<file path="config.mk">
export PLATFORM = sky130hd
export DESIGN_NAME = fpa_port
export DESIGN_NICKNAME = d
export VERILOG_FILES = /design/src/shared/fpa_pkg.sv /design/src/rtl/fpa_port.sv /design/src/rtl/fpa_mode_dec.sv /design/src/rtl/fpa_pin_mux.sv
export SDC_FILE = /design/constraint.sdc
export NUM_CORES = 1
export LEC_CHECK = 0
export BUFFER_PORTS_ARGS = -buffer_cell sky130_fd_sc_hd__buf_2
export CAP_MARGIN = 25
export CORE_ASPECT_RATIO = 1.1
export CORE_MARGIN = 3
export CORE_UTILIZATION = 50
export DETAILED_ROUTE_END_ITERATION = 6
export HOLD_SLACK_MARGIN = 0.15
export PLACE_DENSITY = 0.82
export SYNTH_ARGS = -nofsm -noshare
export SYNTH_HDL_FRONTEND = slang
export SYNTH_HIERARCHICAL = 1
export SYNTH_SLANG_ARGS = --single-unit
</file>
<file path="constraint.sdc">
create_clock -name clk_sys -period 5.9 [get_ports clk_sys]
set_input_delay 0.295 -clock clk_sys [delete_from_list [all_inputs] [get_ports clk_sys]]
set_output_delay 0.295 -clock clk_sys [all_outputs]
set_load 0.05 [all_outputs]
</file>
<file path="src/shared/fpa_pkg.sv">
// Constants, types and helper function shared by the 4-bit port / address mux
//
// Functional notes
// - Modes 1-4 drive pins as upper address
// - Modes 5-6 direction bit picks address or input
// - Modes 5-6 all pins inputs after reset
// - Mode 7 direction bit picks output or input
// - Modes 1-4 direction fixed ones, writes ignored
// - Modes 5-7 direction low nibble writable, reads ones
// - Direction init FF or F0 by mode
// - Software standby keeps direction, outputs keep driving
// - Direction/pull-up upper nibble reserved, read one
// - Output data bits drive general-purpose output pins
// - Data read mixes stored bits and pin levels
// - Output data init F0, kept in software standby
// - Pull-up on when input and control set
// - Pull-ups off modes 1-4, reset, hardware standby
// - Pull-up control init F0, kept in software standby
package fpa_pkg;

  localparam int PORT_W = 4;

  // Register offsets (low 16 bits of the CPU address)
  localparam logic [15:0] ADDR_DIR  = 16'hffc8;
  localparam logic [15:0] ADDR_DATA = 16'hffca;
  localparam logic [15:0] ADDR_PULL = 16'hffdb;

  // Field positions of the implemented pin bits
  localparam int PIN_LSB = 0;
  localparam int PIN_MSB = 3;

  // Reset values
  localparam logic [7:0] RST_DIR_ADDR = 8'hff;
  localparam logic [7:0] RST_DIR_IO   = 8'hf0;
  localparam logic [7:0] RST_DATA     = 8'hf0;
  localparam logic [7:0] RST_PULL     = 8'hf0;

  // Read values
  localparam logic [3:0] RSVD_ONES    = 4'hf;
  localparam logic [7:0] RD_DIR_VAL   = 8'hff;
  localparam logic [7:0] RD_UNMAPPED  = 8'h00;
  localparam logic [7:0] RD_IDLE      = 8'h00;

  // Pin function class, derived from the operating mode
  typedef enum logic [2:0] {
    CLS_ADDR   = 3'b001,
    CLS_MIXED  = 3'b010,
    CLS_SINGLE = 3'b100
  } fpa_cls_t;

  // One CPU register bus request
  typedef struct packed {
    logic [15:0] addr;
    logic [7:0]  wdata;
    logic        wr;
    logic        rd;
  } fpa_bus_req_t;

  // Drive controls for the pins
  typedef struct packed {
    logic [PORT_W-1:0] out;
    logic [PORT_W-1:0] oe;
    logic [PORT_W-1:0] pu;
  } fpa_pin_ctl_t;

  // Modes 1-4 address, 5-6 mixed, 7 (and unused 0) single chip
  function automatic fpa_cls_t fpa_classify(input logic [2:0] mode);
    fpa_cls_t c;
    c = CLS_SINGLE;
    if (mode >= 3'h1 && mode <= 3'h4) begin
      c = CLS_ADDR;
    end else if (mode == 3'h5 || mode == 3'h6) begin
      c = CLS_MIXED;
    end
    return c;
  endfunction

endpackage

</file>
<file path="src/rtl/fpa_port.sv">
// Top of the 4-bit general-purpose port shared with the upper address outputs
//
// Decided for this implementation: strobed register access.
`timescale 1ns/1ps
module fpa_port #(
  parameter int PORT_W = fpa_pkg::PORT_W
) (
  input  wire logic                 clk_sys,
  input  wire logic                 rst,
  input  wire logic [2:0]           mode,
  input  wire logic                 hw_standby,
  input  wire logic                 sw_standby,
  input  wire fpa_pkg::fpa_bus_req_t bus,
  output logic [7:0]                rdata,
  input  wire logic [PORT_W-1:0]    upper_addr,
  input  wire logic [PORT_W-1:0]    pin_in,
  output logic [PORT_W-1:0]         pin_out,
  output logic [PORT_W-1:0]         pin_oe,
  output logic [PORT_W-1:0]         pullup_on
);

  ////////////////////////////////////////////////////////////////////////////
  // Mode class

  fpa_pkg::fpa_cls_t      cls_r;
  fpa_pkg::fpa_cls_t      rst_cls;
  logic                   is_addr;
  logic                   is_mixed;
  logic                   init_now;

  fpa_mode_dec u_mode_dec (
    .clk_sys    (clk_sys),
    .rst        (rst),
    .hw_standby (hw_standby),
    .mode       (mode),
    .cls_r      (cls_r)
  );

  // Class seen at the initialising edge, so register init and latch agree
  assign rst_cls  = fpa_pkg::fpa_classify(mode);
  assign init_now = rst || hw_standby;
  assign is_addr  = (cls_r == fpa_pkg::CLS_ADDR);
  assign is_mixed = (cls_r == fpa_pkg::CLS_MIXED);

  ////////////////////////////////////////////////////////////////////////////
  // Address decode

  logic                   sel_dir;
  logic                   sel_data;
  logic                   sel_pull;

  always_comb begin
    sel_dir  = 1'b0;
    sel_data = 1'b0;
    sel_pull = 1'b0;
    if (bus.addr == fpa_pkg::ADDR_DIR) begin
      sel_dir = 1'b1;
    end else if (bus.addr == fpa_pkg::ADDR_DATA) begin
      sel_data = 1'b1;
    end else if (bus.addr == fpa_pkg::ADDR_PULL) begin
      sel_pull = 1'b1;
    end
  end

  ////////////////////////////////////////////////////////////////////////////
  // Direction register

  logic [PORT_W-1:0]      ddr_r;

  // Software standby has no branch here: contents simply hold
  always_ff @(posedge clk_sys) begin
    if (init_now) begin
      if (rst_cls == fpa_pkg::CLS_ADDR) begin
        ddr_r <= fpa_pkg::RST_DIR_ADDR[PORT_W-1:0];
      end else begin
        ddr_r <= fpa_pkg::RST_DIR_IO[PORT_W-1:0];
      end
    end else if (is_addr) begin
      ddr_r <= fpa_pkg::RST_DIR_ADDR[PORT_W-1:0];
    end else if (bus.wr && sel_dir) begin
      ddr_r <= bus.wdata[PORT_W-1:0];
    end
  end

  ////////////////////////////////////////////////////////////////////////////
  // Output data register

  logic [PORT_W-1:0]      dr_r;

  always_ff @(posedge clk_sys) begin
    if (init_now) begin
      dr_r <= fpa_pkg::RST_DATA[PORT_W-1:0];
    end else if (bus.wr && sel_data) begin
      dr_r <= bus.wdata[PORT_W-1:0];
    end
  end

  ////////////////////////////////////////////////////////////////////////////
  // Pull-up control register

  logic [PORT_W-1:0]      pcr_r;

  always_ff @(posedge clk_sys) begin
    if (init_now) begin
      pcr_r <= fpa_pkg::RST_PULL[PORT_W-1:0];
    end else if (bus.wr && sel_pull) begin
      pcr_r <= bus.wdata[PORT_W-1:0];
    end
  end

  ////////////////////////////////////////////////////////////////////////////
  // Read path

  logic [PORT_W-1:0]      port_view;
  logic [7:0]             rd_val;

  // Output pins read back the latch, not the pad, so loading does not matter
  assign port_view = (ddr_r & dr_r) | (~ddr_r & pin_in);

  always_comb begin
    rd_val = fpa_pkg::RD_UNMAPPED;
    if (sel_dir) begin
      rd_val = fpa_pkg::RD_DIR_VAL;
    end else if (sel_data) begin
      rd_val = {fpa_pkg::RSVD_ONES, port_view};
    end else if (sel_pull) begin
      rd_val = {fpa_pkg::RSVD_ONES, pcr_r};
    end
  end

  // Read data stand for exactly one cycle after the strobe
  always_ff @(posedge clk_sys) begin
    if (rst) begin
      rdata <= fpa_pkg::RD_IDLE;
    end else if (bus.rd) begin
      rdata <= rd_val;
    end else begin
      rdata <= fpa_pkg::RD_IDLE;
    end
  end

  ////////////////////////////////////////////////////////////////////////////
  // Pin function

  fpa_pkg::fpa_pin_ctl_t  ctl;

  genvar gi;
  generate
    for (gi = 0; gi < PORT_W; gi++) begin : g_pin
      fpa_pin_mux u_pin (
        .cls_addr (is_addr),
        .cls_mixed(is_mixed),
        .blocked  (hw_standby),
        .dir      (ddr_r[gi]),
        .data     (dr_r[gi]),
        .pull     (pcr_r[gi]),
        .addr_bit (upper_addr[gi]),
        .pin_out  (ctl.out[gi]),
        .pin_oe   (ctl.oe[gi]),
        .pin_pu   (ctl.pu[gi])
      );
    end
  endgenerate

  // Outputs follow the controls one cycle later; software standby does not
  // touch them, so an output pin keeps its level through standby
  always_ff @(posedge clk_sys) begin
    if (rst) begin
      pin_out <= '0;
      pin_oe  <= '0;
    end else begin
      pin_out <= ctl.out;
      pin_oe  <= ctl.oe;
    end
  end

  always_ff @(posedge clk_sys) begin
    if (rst) begin
      pullup_on <= '0;
    end else begin
      pullup_on <= ctl.pu;
    end
  end
endmodule

</file>
<file path="src/rtl/fpa_mode_dec.sv">
// Mode latch: holds the pin function class taken at reset or hardware standby
`timescale 1ns/1ps
module fpa_mode_dec (
  input  wire logic          clk_sys,
  input  wire logic          rst,
  input  wire logic          hw_standby,
  input  wire logic [2:0]    mode,
  output fpa_pkg::fpa_cls_t  cls_r
);

  // Mode pins are only trusted while the chip is held in reset or hardware standby
  always_ff @(posedge clk_sys) begin
    if (rst || hw_standby) begin
      cls_r <= fpa_pkg::fpa_classify(mode);
    end
  end

endmodule

</file>
<file path="src/rtl/fpa_pin_mux.sv">
// Per-pin function select: address output, general-purpose output or input
`timescale 1ns/1ps
module fpa_pin_mux (
  input  wire logic          cls_addr,
  input  wire logic          cls_mixed,
  input  wire logic          blocked,
  input  wire logic          dir,
  input  wire logic          data,
  input  wire logic          pull,
  input  wire logic          addr_bit,
  output logic               pin_out,
  output logic               pin_oe,
  output logic               pin_pu
);

  always_comb begin
    pin_out = 1'b0;
    pin_oe  = 1'b0;
    pin_pu  = 1'b0;
    if (blocked) begin
      // Hardware standby: pin released, pull-up off
      pin_oe = 1'b0;
    end else if (cls_addr) begin
      pin_out = addr_bit;
      pin_oe  = 1'b1;
    end else if (cls_mixed) begin
      pin_out = dir & addr_bit;
      pin_oe  = dir;
      pin_pu  = ~dir & pull;
    end else begin
      pin_out = dir & data;
      pin_oe  = dir;
      pin_pu  = ~dir & pull;
    end
  end

endmodule

</file>
==> impl_results.md <==
* Cts repair resizes at 0
* Synth Instances at around 150
* Die extent in x at between 50 and 60 um
* Final min period at 1.67 ns
* I/O pin count at 61
* Wirelength per Cell at around 13 um
* Count leader, synth: dfxtp_1
* Sequential cell area at around 700 um^2
* CTS tree: done
* Post-synthesis adder-cell area fraction at 0%
* Max Clock Skew at 0.00967 ns
* Mux cell area share after synthesis at 8.33%
* Proportion of layout cells with a drive suffix above 1 at a little under two fifths
* Grt total ovfl at 0
* Worst min-delay path endpoint: pcr_r[1]
* Setup TNS Final at 0 ns
* Primary flip-flop cell chosen by synthesis mapping: dfxtp_1
* Clock sink count at 32
* Final setup violation count at 0
* Ant diodes at 0
* Crit. End Element: flop
* Synth cell count leaders: dfxtp_1 (25), nand2_1 (19), nor2b_1 (13), nor2_1 (12), mux2i_1 (8)
* Worst hold stages at 3
* Ys Warns at 6
* Leak at between 0.8 and 0.9 nW
* Tot GR Track Use at ~18%
* Area Growth Syn to Fin at 22.2%
* WP data required at about 6 ns
* Area leader, netlist: dfxtp_1
* Vias in the first global route at 1186
* Mapped Area at ~1500 um^2
* Largest family of logic cells by synthesized area: simple AND/OR/NAND/NOR gates
* F_max at about 600 MHz
* Die area at around 3700 um^2
* Reg2Reg Launch Point: u_mode_dec/cls_r[2]
* DRC at 0
* Top-area cell type share of the netlist area at about a third
* TritonRoute pass-1 iters at 4
* Type of the most critical hold path: in -> reg
* Crit path buffers/inverters at 1
* Worst Path Arrival at around 1.8 ns
* Post-synth cell types at 37
* Crit share post-route at between 20% and 30%
* CP Max Fanout at 15
* Crit path cell chain: buf_2, nor2_1, nand2b_1, or2_2
* Gp weighted congestion at between 0.7 and 0.8
* IO Port Bufs at 55
* Core area at approximately 2800 um^2
* Post-Syn Nets at between 150 and 200
* Drt total wl at 3050 um
* Syn_area_per_cell at 10.2 um^2
* WHS at 0.248 ns
* CP top delay family: simple AND/OR/NAND/NOR gates
* First-pass GRT wire length at roughly 5000 um
* Max clock buf depth at 2
* FFs w/ async S/R, synth at 0%
* Clock latency on the worst-skew pair at 0.33 ns
* Slew Viols, Final at 0
* Max-cap viol count at 0
* Xor-xnor portion of the synthesized cell area at under 10%
* Reg2reg end: pin_out[1]
* Critical path class: in -> reg
* Slew Limit Headroom at 45.7%
* R2r setup slk at approximately 4.2 ns
* R2R depth at 4
* Clk root buf: clkbuf_4
* Drt initial violations at 31
* Initial Util at ~53%
* Num rows at 20
* Cell area power density at roughly 230 nW/um^2
* Clk slew on worst S/H paths at roughly 0.1 ns
* Startpoint types: primary input
* Area taken by multi-input logic gates at between 700 and 800 um^2
* Complex-gate fraction of the synthesized area at under 10%
* Pin slew with the least headroom to its limit at ~0.8 ns
* Setup bufs post-CTS at 0
* Detailed-route via count at ~1300
* Num CTS Buffers at 5
* EDFF count, synth at 7
* Antenna Violating Nets Remaining at 0
* Number of synthesized register bits at 32
* Largest net degree at the start of global routing at 18
* H-tree depth at 2
* Hold-fix buffers at CTS at 0
* Sequential element share of the synthesized area at a little under half
* Worst vdd ir at ~150 uV
* Max incr delay on CP at roughly 0.63 ns
* Post-synthesis simple-gate area fraction at between 30% and 40%
* Slowest-stage cell, CP: nor2_1
* Final net count at 245
* Hold path start: bus[3]
* RSZ-0062 raised after global routing: false
* Status: finished, final reports clean
* Hpwl dp at 2460 um
* Initial antenna violation count at 0
* Endpoints failing hold at 0
* Vias/cell at between 5 and 6
* Largest cells by area after synthesis: dfxtp_1 (33%), edfxtp_1 (14%), nor2b_1 (5.4%)
* DIE HEIGHT at around 63 um
* Fill cell count at between 200 and 250
logic make-up (layout without fill, tap and decap cells):
family | Yosys count | after routing
AOI/OAI and AO/OA | 15 | 15
xor gates and xnor gates | 2 | 2
buffers and inverters | 6 | 64
DFF | 32 | 32
muxes | 12 | 12
and+or+nand+nor | 80 | 80
worst max-delay path by stage:
stage | start | endpoint | slack [ns] | depth (start not counted)
2_1_floorplan | u_mode_dec/cls_r[2] | ddr_r[0] | 3.88 | 3
6_report | hw_standby | ddr_r[2] | 4.23 | 4
5_1_grt | u_mode_dec/cls_r[2] | pin_out[1] | 4.00 | 4
3_5_place_dp | rst | ddr_r[1] | 3.88 | 4
3_3_place_gp | rst | ddr_r[0] | 3.97 | 4
4_1_cts | u_mode_dec/cls_r[2] | pin_out[1] | 4.23 | 4
flip-flops by register name, indices dropped and copies added (netlist names):
signal and flops:
dr_r 4, pullup_on 4, pcr_r 4, ddr_r 4, rdata 5, pin_out 4, u_mode_dec/cls_r 3, pin_oe 4
routing by layer:
layer	GRT usage [%]	up-vias	part of all wire, %
met5	0	-	0
met4	6.96	0	1.7
met3	6.35	6	9.8
met2	30.1	59	49
met1	20.0	573	40
li1	-	642	-
through the flow:
stage                     util [%]  total power (W)  std cells  worst slack, ns  area [um^2]
final                         64.9         0.000420        238             4.23         1830
after detailed placement      63.1         0.000308        230             3.88         1780
after global routing          64.9         0.000441        238             4.00         1830
after global placement        63.1         0.000306        230             3.97         1780
after floorplan                  -         0.000283        147             3.88         1500
after CTS                     64.9         0.000423        238             4.23         1830
layout make-up:
class                      count  share of cell area (%)
timing repair buffer          56                    15.4
tap                           33                    2.25
clock buffer                   7                    2.46
clock inverter                 1                   0.273
multi-input combinational    109                    40.9
sequential                    32                    38.7
layout by cell type (no fill, tap or decap), types with 2 or more instances in the layout:
cell type   n
a221o_1     4
a31oi_1     4
and2_1      2
buf_2      55
clkbuf_1    2
clkbuf_4    5
dfxtp_1    25
edfxtp_1    7
mux2_2      4
mux2i_1     8
nand2_1    19
nand3_1     6
nand4bb_1   4
nor2_1     12
nor2b_1    13
nor3b_1     2
nor4b_1     4
o21a_1      4
o21ai_0     2
or2_2       2
or3_1       2
xor2_1      2
power breakdown:
part	switching, W	internal (W)
Combinational	0.0000352	0.0000276
Sequential	0.00000646	0.000234
Clock	0.0000705	0.0000463
worst register-to-register path: cells and delay by family (launching register included):
family,cells,cell delay [ns]
AO/OA/AOI/OAI,1,0.08
flip-flops,1,0.40
AND/OR/NAND/NOR,3,1.07
Note: power is estimated with default switching activity, not from simulation.
